## src/logic/sideband_consts.svh

```systemverilog
// Purpose: Offsets, field positions, reset values and timing of the sideband pin block.
// Assumes: Byte addresses on a 32-bit AHB-Lite bus, one word per register.
// Notes: Definitions only.
`ifndef SIDEBAND_CONSTS_SVH
`define SIDEBAND_CONSTS_SVH
`define OFS_DEV_CTRL 8'h00
`define OFS_FWD_CTRL 8'h04
`define OFS_TRIG_EN 8'h08
`define OFS_CAP_EN 8'h0C
`define OFS_IRQ_STATUS 8'h10
`define OFS_IRQ_CLEAR 8'h14
`define OFS_IRQ_ENABLE 8'h18
`define OFS_PIN_STATUS 8'h1C
`define BIT_DIR_SEL 0
`define BIT_SELF_RESET_ENABLE 1
`define BIT_FORWARD_A 0
`define BIT_MULTI_SEL 1
`define IRQ_RESET_FIRED 0
`define IRQ_SEQ_DONE 1
`define IRQ_PIN_TOGGLED 2
`define IRQ_EDGE_LOST 3
`define RST_DEV_CTRL 2'h0
`define RST_FWD_CTRL 2'h0
`define RST_CMD_MASK 8'h00
`define RST_IRQ 4'h0
`define RST_SYM_COUNT 4
`define RST_HOLD_NS 1000
`define CLK_MHZ 100
`endif

```

## src/logic/sideband_pkg.sv

```systemverilog
// Purpose: Types shared by the sideband pin block.
// Assumes: Nothing beyond the constants header.
// Notes: Types only.
package sideband_pkg;
    typedef enum logic [0:0] {ST_IDLE, ST_SEND} tx_state_t;
    typedef logic [2:0] event_cmd_t;
endpackage

```

## src/logic/srio_event_and_reset_pins.sv

```systemverilog
// Purpose: Port reset output and multicast event pin logic behind an AHB-Lite register file.
// Assumes: Link inputs are synchronous to hclk; the event pin is asynchronous.
// Notes: Registers are zero wait state; read data is taken in the address phase.
// Contract
// - Drive port reset low after four consecutive reset symbols when self reset enabled.
// - Reset pin drives normally and becomes an input only during scan test mode.
// - Port reset output is active low and asserts without waiting for a clock edge.
// - Event pin direction follows the direction select bit of device control.
// - As input, every rising and falling pin edge outside a running sequence sends a multicast event symbol.
// - Symbol command comes from forwarding, multicast select and trigger enable mask.
// - Several enabled trigger commands produce several symbols, each with a different command.
// - As output, the pin toggles on each received event whose command is capture enabled.
// - Device reset returns all block state, including event and reset output, to reset.
//
// The AHB-Lite slave port and the register offsets were decided locally.
`timescale 1ns/1ps
`default_nettype none
`include "sideband_consts.svh"
module srio_event_and_reset_pins
    import sideband_pkg::*;
(
    input wire logic hclk,
    input wire logic hresetn,
    input wire logic hsel,
    input wire logic [7:0] haddr,
    input wire logic [1:0] htrans,
    input wire logic hwrite,
    input wire logic [2:0] hsize,
    input wire logic [31:0] hwdata,
    input wire logic hready,
    output logic hreadyout,
    output logic [31:0] hrdata,
    output logic hresp,
    input wire logic rx_sym_valid,
    input wire logic rx_sym_is_reset,
    input wire logic rx_sym_is_event,
    input wire logic [2:0] rx_event_cmd,
    output logic tx_event_valid,
    output logic [2:0] tx_event_cmd,
    input wire logic tx_event_ready,
    input wire logic scan_mode,
    input wire logic port_reset_in,
    output logic port_reset_out_n,
    output logic port_reset_oe_n,
    input wire logic event_pin_in,
    output logic event_pin_out,
    output logic event_pin_oe_n,
    output logic irq
);
    localparam int HOLD_CYCLES = (`RST_HOLD_NS * `CLK_MHZ + 999) / 1000;
    localparam int HOLD_M1 = HOLD_CYCLES - 1;

    logic [1:0] dev_ctrl_q;
    logic [1:0] fwd_ctrl_q;
    logic [7:0] trig_en_q;
    logic [7:0] cap_en_q;
    logic [3:0] irq_status_q;
    logic [3:0] irq_enable_q;
    logic [3:0] irq_set;
    logic [3:0] irq_clr;
    logic wr_pend_q;
    logic [7:0] wr_addr_q;
    logic [31:0] rd_mux;
    logic rd_take;
    logic [2:0] cnt_q;
    logic fire;
    logic rst_active_q;
    logic [7:0] hold_q;
    logic [2:0] sync_q;
    logic edge_det;
    logic [7:0] pend_q;
    logic [7:0] pend_next;
    logic [7:0] load_mask;
    logic [2:0] cmd_q;
    logic event_pin_q;
    logic rx_toggle;
    logic tx_accept;
    tx_state_t state_q;

    // Lowest set bit of a command mask.
    function automatic event_cmd_t lowest(input logic [7:0] m);
        event_cmd_t r;
        r = 3'h0;
        for (int i = 7; i >= 0; i--)
        begin
            if (m[i])
            begin
                r = 3'(i);
            end
        end
        return r;
    endfunction

    // The slave never stalls and never errors.
    assign hreadyout = 1'b1;
    assign hresp = 1'b0;
    assign rd_take = hsel && hready && htrans[1] && !hwrite;

    // Read mux; unmapped and write-only offsets read as zero.
    always_comb
    begin
        rd_mux = 32'h0000_0000;
        unique case (haddr)
            `OFS_DEV_CTRL: rd_mux[1:0] = dev_ctrl_q;
            `OFS_FWD_CTRL: rd_mux[1:0] = fwd_ctrl_q;
            `OFS_TRIG_EN: rd_mux[7:0] = trig_en_q;
            `OFS_CAP_EN: rd_mux[7:0] = cap_en_q;
            `OFS_IRQ_STATUS: rd_mux[3:0] = irq_status_q;
            `OFS_IRQ_ENABLE: rd_mux[3:0] = irq_enable_q;
            `OFS_PIN_STATUS: rd_mux[4:0] = {state_q == ST_SEND, port_reset_in, rst_active_q, event_pin_q, sync_q[2]};
            default: rd_mux = 32'h0000_0000;
        endcase
    end

    // Read data is registered in the address phase and stands in the data phase.
    always_ff @(posedge hclk or negedge hresetn)
    begin
        if (!hresetn)
        begin
            hrdata <= 32'h0000_0000;
        end
        else if (rd_take)
        begin
            hrdata <= rd_mux;
        end
    end

    // Write address phase is captured and applied in the following data phase.
    always_ff @(posedge hclk or negedge hresetn)
    begin
        if (!hresetn)
        begin
            wr_pend_q <= 1'b0;
            wr_addr_q <= 8'h00;
        end
        else if (hready)
        begin
            wr_pend_q <= hsel && htrans[1] && hwrite;
            wr_addr_q <= haddr;
        end
    end

    // Software control registers.
    always_ff @(posedge hclk or negedge hresetn)
    begin
        if (!hresetn)
        begin
            dev_ctrl_q <= `RST_DEV_CTRL;
            fwd_ctrl_q <= `RST_FWD_CTRL;
            trig_en_q <= `RST_CMD_MASK;
            cap_en_q <= `RST_CMD_MASK;
            irq_enable_q <= `RST_IRQ;
        end
        else if (wr_pend_q)
        begin
            if (wr_addr_q == `OFS_DEV_CTRL) dev_ctrl_q <= hwdata[1:0];
            if (wr_addr_q == `OFS_FWD_CTRL) fwd_ctrl_q <= hwdata[1:0];
            if (wr_addr_q == `OFS_TRIG_EN) trig_en_q <= hwdata[7:0];
            if (wr_addr_q == `OFS_CAP_EN) cap_en_q <= hwdata[7:0];
            if (wr_addr_q == `OFS_IRQ_ENABLE) irq_enable_q <= hwdata[3:0];
        end
    end

    // Sticky status; a new event in the clear cycle wins over the clear.
    assign irq_clr = (wr_pend_q && wr_addr_q == `OFS_IRQ_CLEAR) ? hwdata[3:0] : 4'h0;
    assign irq_set = {edge_det && state_q == ST_SEND && !dev_ctrl_q[`BIT_DIR_SEL],
        rx_toggle, tx_accept && pend_next == 8'h00, fire};
    always_ff @(posedge hclk or negedge hresetn)
    begin
        if (!hresetn)
        begin
            irq_status_q <= `RST_IRQ;
        end
        else
        begin
            irq_status_q <= (irq_status_q & ~irq_clr) | irq_set;
        end
    end
    assign irq = |(irq_status_q & irq_enable_q);

    // Consecutive reset symbol counter; any other symbol breaks the run.
    assign fire = rx_sym_valid && rx_sym_is_reset && dev_ctrl_q[`BIT_SELF_RESET_ENABLE]
        && cnt_q == 3'(`RST_SYM_COUNT - 1);
    always_ff @(posedge hclk or negedge hresetn)
    begin
        if (!hresetn)
        begin
            cnt_q <= 3'h0;
        end
        else if (rx_sym_valid)
        begin
            if (!rx_sym_is_reset)
                cnt_q <= 3'h0;
            else if (cnt_q != 3'(`RST_SYM_COUNT - 1))
                cnt_q <= cnt_q + 3'h1;
        end
    end

    // Reset pulse is held for a fixed time after the fourth symbol.
    always_ff @(posedge hclk or negedge hresetn)
    begin
        if (!hresetn)
        begin
            rst_active_q <= 1'b0;
            hold_q <= 8'h00;
        end
        else if (fire)
        begin
            rst_active_q <= 1'b1;
            hold_q <= 8'h00;
        end
        else if (rst_active_q)
        begin
            hold_q <= hold_q + 8'h01;
            if (hold_q == 8'(HOLD_M1)) rst_active_q <= 1'b0;
        end
    end

    // The fire term goes straight to the pin so assertion needs no clock edge.
    assign port_reset_out_n = !(rst_active_q || fire);
    assign port_reset_oe_n = scan_mode;

    // Two-flop synchroniser and a third stage for edge detection.
    always_ff @(posedge hclk or negedge hresetn)
    begin
        if (!hresetn)
        begin
            sync_q <= 3'h0;
        end
        else
        begin
            sync_q <= {sync_q[1:0], event_pin_in};
        end
    end
    assign edge_det = sync_q[1] ^ sync_q[2];

    // Commands for one edge: all enabled ones, or only the lowest when multicast select is off.
    assign load_mask = !fwd_ctrl_q[`BIT_FORWARD_A] ? 8'h00 :
        fwd_ctrl_q[`BIT_MULTI_SEL] ? trig_en_q : (trig_en_q & (~trig_en_q + 8'h01));
    assign tx_accept = state_q == ST_SEND && tx_event_ready;
    assign pend_next = pend_q & ~(8'h01 << cmd_q);
    assign tx_event_valid = state_q == ST_SEND;
    assign tx_event_cmd = cmd_q;

    // Event sender; an edge during a running sequence is dropped and flagged.
    always_ff @(posedge hclk or negedge hresetn)
    begin
        if (!hresetn)
        begin
            state_q <= ST_IDLE;
            pend_q <= 8'h00;
            cmd_q <= 3'h0;
        end
        else
        begin
            unique case (state_q)
                ST_IDLE:
                begin
                    if (edge_det && !dev_ctrl_q[`BIT_DIR_SEL] && load_mask != 8'h00)
                    begin
                        state_q <= ST_SEND;
                        pend_q <= load_mask;
                        cmd_q <= lowest(load_mask);
                    end
                end
                ST_SEND:
                begin
                    if (tx_event_ready)
                    begin
                        pend_q <= pend_next;
                        cmd_q <= lowest(pend_next);
                        if (pend_next == 8'h00) state_q <= ST_IDLE;
                    end
                end
            endcase
        end
    end

    // Output mode: captured event commands toggle the pin.
    assign rx_toggle = rx_sym_valid && rx_sym_is_event && dev_ctrl_q[`BIT_DIR_SEL] && cap_en_q[rx_event_cmd];
    always_ff @(posedge hclk or negedge hresetn)
    begin
        if (!hresetn)
        begin
            event_pin_q <= 1'b0;
        end
        else if (rx_toggle)
        begin
            event_pin_q <= !event_pin_q;
        end
    end
    assign event_pin_out = event_pin_q;
    assign event_pin_oe_n = !dev_ctrl_q[`BIT_DIR_SEL];

    // Checks on the link and pin behaviour.
    a_reset_on_fourth: assert property (@(posedge hclk) disable iff (!hresetn)
        rx_sym_valid && rx_sym_is_reset && cnt_q == 3'h3 && dev_ctrl_q[1] |-> !port_reset_out_n)
        else $error("port reset not asserted on fourth reset symbol");
    a_reset_needs_enable: assert property (@(posedge hclk) disable iff (!hresetn)
        !dev_ctrl_q[1] && !rst_active_q |-> port_reset_out_n)
        else $error("port reset asserted while self reset disabled");
    a_reset_no_clock: assert property (@(posedge hclk) disable iff (!hresetn)
        $rose(rst_active_q) |-> !$past(port_reset_out_n))
        else $error("port reset waited for a clock edge");
    a_reset_pin_dir: assert property (@(posedge hclk) disable iff (!hresetn)
        port_reset_oe_n == scan_mode)
        else $error("port reset pin direction wrong");
    a_event_pin_dir: assert property (@(posedge hclk) disable iff (!hresetn)
        event_pin_oe_n == !dev_ctrl_q[0] && (dev_ctrl_q[0] || !rx_toggle))
        else $error("event pin direction wrong");
    a_edge_starts_seq: assert property (@(posedge hclk) disable iff (!hresetn)
        state_q == ST_IDLE && edge_det && !dev_ctrl_q[0] && fwd_ctrl_q[0] && trig_en_q != 8'h00
        |=> tx_event_valid && trig_en_q[tx_event_cmd])
        else $error("pin edge did not start an event sequence");
    a_cmd_enabled: assert property (@(posedge hclk) disable iff (!hresetn)
        tx_event_valid |-> pend_q[tx_event_cmd])
        else $error("event command not enabled");
    a_cmds_distinct: assert property (@(posedge hclk) disable iff (!hresetn)
        tx_accept ##1 tx_event_valid |-> tx_event_cmd > $past(tx_event_cmd))
        else $error("event command repeated within a sequence");
    a_pin_toggle: assert property (@(posedge hclk) disable iff (!hresetn)
        rx_toggle |=> event_pin_out != $past(event_pin_out))
        else $error("event pin did not toggle");
    a_edge_synced: assert property (@(posedge hclk) disable iff (!hresetn)
        ##3 edge_det |-> $past(event_pin_in, 2) != $past(event_pin_in, 3))
        else $error("edge detected without a synchronised change");
    a_reset_hold: assert property (@(posedge hclk) disable iff (!hresetn)
        $rose(rst_active_q) && !fire |-> rst_active_q [*8])
        else $error("port reset pulse too short");
    c_self_reset: cover property (@(posedge hclk) disable iff (!hresetn) fire);
    c_multi_cmd: cover property (@(posedge hclk) disable iff (!hresetn) tx_accept ##1 tx_event_valid);
    c_pin_toggle: cover property (@(posedge hclk) disable iff (!hresetn) rx_toggle);
endmodule
`default_nettype wire

```

## config.mk

```make
export PLATFORM = sky130hd
export DESIGN_NAME = srio_event_and_reset_pins
export DESIGN_NICKNAME = d
export VERILOG_FILES = /design/src/logic/sideband_pkg.sv /design/src/logic/srio_event_and_reset_pins.sv
export VERILOG_INCLUDE_DIRS = /design/src /design/src/logic
export SDC_FILE = /design/constraint.sdc
export NUM_CORES = 1
export LEC_CHECK = 0
export BUFFER_PORTS_ARGS = -buffer_cell sky130_fd_sc_hd__buf_2
export CORE_MARGIN = 2
export CORE_UTILIZATION = 57
export CTS_CLUSTER_DIAMETER = 120
export CTS_CLUSTER_SIZE = 30
export DETAILED_ROUTE_END_ITERATION = 8
export GPL_ROUTABILITY_DRIVEN = 0
export PLACE_DENSITY_LB_ADDON = 0.05
export SLEW_MARGIN = 15
export SYNTH_ARGS = -nofsm -noshare
export SYNTH_HDL_FRONTEND = slang
export SYNTH_SLANG_ARGS = --single-unit
export TNS_END_PERCENT = 10
```

## constraint.sdc

```tcl
create_clock -name hclk -period 3 [get_ports hclk]
set_input_delay 0.3 -clock hclk [delete_from_list [all_inputs] [get_ports hclk]]
set_output_delay 0.3 -clock hclk [all_outputs]
set_load 0.01 [all_outputs]
```

After elaboration in Yosys (flattened, before gate mapping)
Cells that the tools add are included.

word-level totals
  bits in registers = 73
  bits of input ports = 60
  output and inout bits = 43
  logic and storage cells = 127

operators by class
  add/subtract/negate cells = 3
  magnitude comparators = 1
  equal/unequal tests = 17
  shifts and indexed selects = 1
  mux-type cells = 42
  bitwise gates (word level) = 10
  reduce and logical (&&, ||, !) cells = 36

operators with widths
  cell                 count
  $mux 3               20
  $mux 8               6
  $eq 8x5->1 const B   5
  $eq 8x4->1 const B   4
  $logic_not 8->1      3
  $logic_and 1x1->1    18
  $add 8x1->8 const B  2
  $and 8x8->8          2
  $eq 8x3->1 const B   2
  $not 8->8            2
  $pmux 8 s2           1
  $pmux 2 s7           1
  $reduce_and 2->1     7
  $pmux 3 s2           2
  $pmux 2 s5           1
  $and 4x4->4          2
  $eq 8x7->1 const B   1
  $reduce_bool 8->1    1
  $shl 1x3->8 const A  1
  $mux 1               7
  $logic_not 1->1      4
  $lt 3x4->1 const B   1
  $mux 4               1
  $ne 2x2->1 const B   2
  other kinds (14)     14

Logic depth before layout (Yosys ltp)
  depth in word-level cells = 15
  mapped depth = 7

Least setup slack after synthesis
Ideal clock, no wire load.

  kind = flip-flop to flip-flop
  start point = register cmd_q[0] (netlist: tx_event_cmd[0])
  end point = register state_q (netlist: tx_event_valid)
  data arrival time = 1709 ps
  data required time = 2868 ps
  slack = 1158 ps
  cell stages (with the launch flop) = 7
  period minus slack after synthesis = 1842 ps
  cell sequence = dfrtp_1 -> clkbuf_1 -> mux2_2 -> o22a_1 -> o21ba_2 -> nor4bb_1 -> nor2_1

between the ends
  word-level cells in the longest chain between the ends = 7

RTL lines
  what                      RTL line                          RTL
  start: declaration        srio_event_and_reset_pins.sv:74   logic [2:0] cmd_q;
  start signal: assignment  srio_event_and_reset_pins.sv:263  cmd_q <= lowest(load_mask);
  start signal: assignment  srio_event_and_reset_pins.sv:271  cmd_q <= lowest(pend_next);
  $shl 1x3->8               srio_event_and_reset_pins.sv:241  assign pend_next = pend_q & ~(8'h01 << cmd_q);
  $not 8->8                 srio_event_and_reset_pins.sv:241
  $and 8x8->8               srio_event_and_reset_pins.sv:241
  $logic_not 8->1           srio_event_and_reset_pins.sv:272  if (pend_next == 8'h00) state_q <= ST_IDLE;
  $mux 1                    srio_event_and_reset_pins.sv:272
  $mux 1                    srio_event_and_reset_pins.sv:268  if (tx_event_ready)
  $pmux 1 s2                srio_event_and_reset_pins.sv:256  unique case (state_q)
  end signal: assignment    srio_event_and_reset_pins.sv:250  state_q <= ST_IDLE;
  end signal: assignment    srio_event_and_reset_pins.sv:261  state_q <= ST_SEND;
  end signal: assignment    srio_event_and_reset_pins.sv:272
  end: declaration          srio_event_and_reset_pins.sv:78   tx_state_t state_q;

Every way passes these cells.
A chain may end at the register's enable or synchronous reset.

Final worst setup path
Same ends and word-level chain as after synthesis.

==> impl_metrics.prom <==
# TYPE chip_impl_metric gauge
chip_impl_metric{name="initial_core_util",unit="%"} 59.2
chip_impl_metric{name="setup-violations-final",unit=""} 0
chip_impl_metric{name="worst_path_largest_cell_delay",unit="ns"} 0.65
chip_impl_metric{name="overall_routing_resource_usage",unit="%"} 22.7
chip_impl_metric{name="grt_antenna_before_repair",unit=""} 0
chip_impl_info{name="r2r-end",value="tx_event_valid"} 1
chip_impl_metric{name="total_leakage_power",unit="nW"} 2.02
chip_impl_metric{name="n_fill_cell",unit=""} 574
chip_impl_metric{name="power.switching",unit="mW"} 0.931
chip_impl_metric{name="num-nets-final",unit=""} 495
chip_impl_metric{name="ratio_of_routed_vias_to_standard_cells",unit=""} 5.59
chip_impl_info{name="unrepaired_setup_endpoints_after_global_routing",value="false"} 1
chip_impl_info{name="critPathKind",value="reg2reg"} 1
chip_impl_info{name="dominantRegCellSynth",value="dfrtp_1"} 1
chip_impl_metric{name="ctsHoldBuffers",unit=""} 0
chip_impl_metric{name="first_pass_grt_wire_length",unit="um"} 13500
chip_impl_metric{name="layout_worst_path_cycle_share",unit="%"} 73.8
chip_impl_metric{name="synth.cell_area",unit="mm2"} 0.00402
chip_impl_metric{name="area_growth",unit="%"} 10.0
chip_impl_metric{name="r2r_slack",unit="ns"} 0.79
chip_impl_metric{name="yosysUniqueCellTypes",unit=""} 58
chip_impl_metric{name="slew_headroom",unit="%"} 46.1
chip_impl_metric{name="cts_resized",unit=""} 0
chip_impl_info{name="hold_path.class",value="in2async"} 1
chip_impl_metric{name="rows",unit=""} 30
chip_impl_metric{name="asyncSetResetFlopFracSynth",unit="%"} 100
chip_impl_metric{name="worst-path-max-fanout",unit=""} 16
chip_impl_metric{name="core-area",unit="mm2"} 0.00679
chip_impl_metric{name="chipHeight",unit="um"} 88.0
chip_impl_metric{name="detailed_route_via_count",unit=""} 2967
chip_impl_metric{name="slew_violations",unit=""} 0
chip_impl_info{name="critical_path.cell_chain",value="mux2_2, o22a_1, o21ba_2, nor4bb_1, nor2_1"} 1
chip_impl_metric{name="numCtsBuffers",unit=""} 9
chip_impl_metric{name="clock.fmax",unit="MHz"} 452
chip_impl_metric{name="post_synth_inst_count",unit=""} 393
chip_impl_metric{name="cts_setup_buffers",unit=""} 0
chip_impl_metric{name="pin_count_of_the_biggest_net_entering_global_routing",unit=""} 37
chip_impl_metric{name="die-area",unit="mm2"} 0.00774
chip_impl_metric{name="clk_path_buf_depth",unit=""} 2
chip_impl_metric{name="power.clock.fraction",unit="%"} 29.7
chip_impl_info{name="rr_startpoint",value="tx_event_cmd[0]"} 1
chip_impl_metric{name="number_of_register_bits_inferred_by_synthesis",unit=""} 73
chip_impl_metric{name="final_layout_size_suffix_gt1_share",unit="%"} 25.1
chip_impl_metric{name="cts.sink_count",unit=""} 73
chip_impl_metric{name="power.combinational.fraction",unit="%"} 22.4
chip_impl_info{name="slowest_stage",value="dfrtp_1"} 1
chip_impl_metric{name="post-route-drc-count",unit=""} 0
chip_impl_metric{name="path_buf_inv",unit=""} 0
chip_impl_metric{name="maxCapViolations",unit=""} 0
chip_impl_metric{name="synth-edff-count",unit=""} 0
chip_impl_metric{name="post-dp-hpwl",unit="um"} 5980
chip_impl_metric{name="setup_total_negative_slack",unit="ns"} 0
chip_impl_metric{name="drt_first_pass_iters",unit=""} 4
chip_impl_metric{name="r2r_cells",unit=""} 5
chip_impl_metric{name="p_sw_share",unit="%"} 32.3
chip_impl_metric{name="number_of_warnings_reported_in_the_yosys_synthesis_log",unit=""} 0
chip_impl_metric{name="post_detailed_routing_wire_length",unit="um"} 8270
chip_impl_metric{name="critPathArrivalTime",unit="ns"} 2.43
chip_impl_metric{name="cp_num_cells",unit=""} 5
chip_impl_info{name="start_kind",value="flip-flop"} 1
chip_impl_metric{name="port_buffers",unit=""} 46
chip_impl_metric{name="power_share_of_the_sequential_group",unit="%"} 47.9
chip_impl_metric{name="antenna-diode-count",unit=""} 0
chip_impl_metric{name="cts-htree-levels",unit=""} 3
chip_impl_info{name="endpoint_kind",value="flip-flop"} 1
chip_impl_metric{name="io-pin-count",unit=""} 103
chip_impl_metric{name="drt_iter0_markers",unit=""} 139
chip_impl_info{name="cts_root_buffer",value="clkbuf_8"} 1
chip_impl_metric{name="placed_cells",unit=""} 517
chip_impl_metric{name="finClkSkew",unit="ns"} 0.00772
chip_impl_metric{name="cellPowerDensity",unit="mW/mm2"} 651
chip_impl_metric{name="final_antenna_net_count",unit=""} 0
chip_impl_metric{name="max-vdd-ir-drop",unit="V"} 0.000389
chip_impl_metric{name="cts.reportedPaths.clkPinSlew",unit="ns"} 0.07
chip_impl_metric{name="wl_per_cell",unit="um"} 15.6
chip_impl_metric{name="synth_seq_area_share",unit="%"} 45.4
chip_impl_info{name="run_status",value="complete, no violations"} 1
chip_impl_metric{name="grt_pass1_vias",unit=""} 2702
chip_impl_metric{name="worstSkewPairLatency",unit="ns"} 0.35
chip_impl_metric{name="critPathRequiredTime",unit="ns"} 3.21
chip_impl_metric{name="internal_power",unit="mW"} 1.95
chip_impl_info{name="cts_tree",value="done"} 1
chip_impl_metric{name="die_w",unit="um"} 88.0
chip_impl_metric{name="globalRouteOverflowTotal",unit=""} 0
chip_impl_metric{name="fin_cells",unit=""} 531
chip_impl_metric{name="hold_viol",unit=""} 0
chip_impl_info{name="timing.critical_path.max_delay_family",value="flip-flops"} 1
chip_impl_metric{name="finalCriticalPeriod",unit="ns"} 2.21
chip_impl_metric{name="synth_area_per_inst",unit="um2"} 10.2
chip_impl_metric{name="worstMarginPinSlew",unit="ns"} 0.808
==> cells by family (layout without fill, tap and decap cells) <==
group,count (synthesis),after routing,synth area share (%)
xor gates and xnor gates,8,8,1.74
other,2,26,0.187
buffers and inverters,52,70,7.44
muxes,53,53,15.6
and+or+nand+nor,123,123,15.7
DFF,73,73,45.4
adders and majority gates,3,3,0.934
AOI/OAI and AO/OA,79,79,12.9
==> flip-flops by register name (all words and copies together) (netlist names), 4 cells and up <==
signal        flops
trig_en_q         8
cap_en_q          8
irq_status_q      4
hrdata            8
wr_addr_q         8
hold_q            8
irq_enable_q      4
pend_q            8
==> layer usage <==
layer	track usage, %	share of wire, %	vias up
met5	0	0	-
met4	6.57	0.90	0
met3	4.71	3.5	11
met2	34.4	47	61
met1	33.3	49	1455
li1	-	-	1440
==> how the worst max path moves through the flow <==
stage | startpoint | end
after floorplan | tx_event_cmd[0] | tx_event_valid
after global placement | tx_event_cmd[0] | tx_event_valid
after detailed placement | tx_event_cmd[0] | tx_event_valid
after CTS | tx_event_cmd[0] | tx_event_valid
after global routing | tx_event_cmd[0] | tx_event_valid
final | tx_event_cmd[0] | tx_event_valid
==> synthesized netlist by cell type, drive strengths merged, types with 6 or more instances <==
library cell / number / share of area (%)
nor2: 29 / 2.7
a21oi: 7 / 0.87
mux2: 37 / 10
nand2b: 6 / 0.93
clkbuf: 14 / 1.3
xor2: 6 / 1.3
nor2b: 10 / 1.6
o21ai: 30 / 3.7
nand3: 6 / 0.75
buf: 30 / 5.4
nand4: 6 / 0.93
mux2i: 12 / 3.0
inv: 8 / 0.75
nand2: 40 / 3.7
dfrtp: 73 / 45
==> layout by cell type (no fill, tap or decap), types with 8 or more instances in the layout <==
master,synthesis,final
nor2b_1,10,10
o21ai_0,27,27
clkbuf_8,0,11
nor2_1,29,29
mux2i_1,12,12
inv_1,8,8
nand2_1,40,40
mux2_2,37,37
buf_2,2,46
dfrtp_1,73,73
conb_1,2,26
==> power groups by stage <==
| stage | clock network, mW | logic, mW | registers (mW) |
|---|---|---|---|
| finish | 0.856 | 0.644 | 1.38 |
| CTS | 0.873 | 0.650 | 1.37 |
| global route | 0.923 | 0.738 | 1.41 |
| floorplan | 0 | 0.589 | 1.27 |
| detailed placement | 0 | 0.647 | 1.39 |
| global placement | 0 | 0.631 | 1.38 |
==> area by class of cell <==
class | instances | area [um2] | share of cell area, %
Sequential cell | 73 | 1830 | 41.3
Timing Repair Buffer | 48 | 245 | 5.54
Clock buffer | 11 | 151 | 3.42
Clock inverter | 3 | 65.1 | 1.47
Tap cell | 96 | 120 | 2.72
Multi-Input combinational cell | 292 | 1980 | 44.9
Inverter | 8 | 30.0 | 0.679
==> stage by stage <==
| stage | total power [mW] | area [um2] | util [%] | worst slack, ns | hold slack, ns |
|---|---|---|---|---|---|
| 6_report | 2.88 | 4420 | 65.1 | 0.786 | 0.0432 |
| 5_1_grt | 3.07 | 4420 | 65.1 | 0.697 | 0.0347 |
| 4_1_cts | 2.90 | 4420 | 65.1 | 0.821 | 0.0485 |
| 3_5_place_dp | 2.04 | 4210 | 61.9 | 0.847 | 0.336 |
| 3_3_place_gp | 2.02 | 4210 | 61.9 | 0.867 | 0.335 |
| 2_1_floorplan | 1.86 | 4110 | - | 1.16 | 0.00441 |
Power figures use the tool's default switching activity.
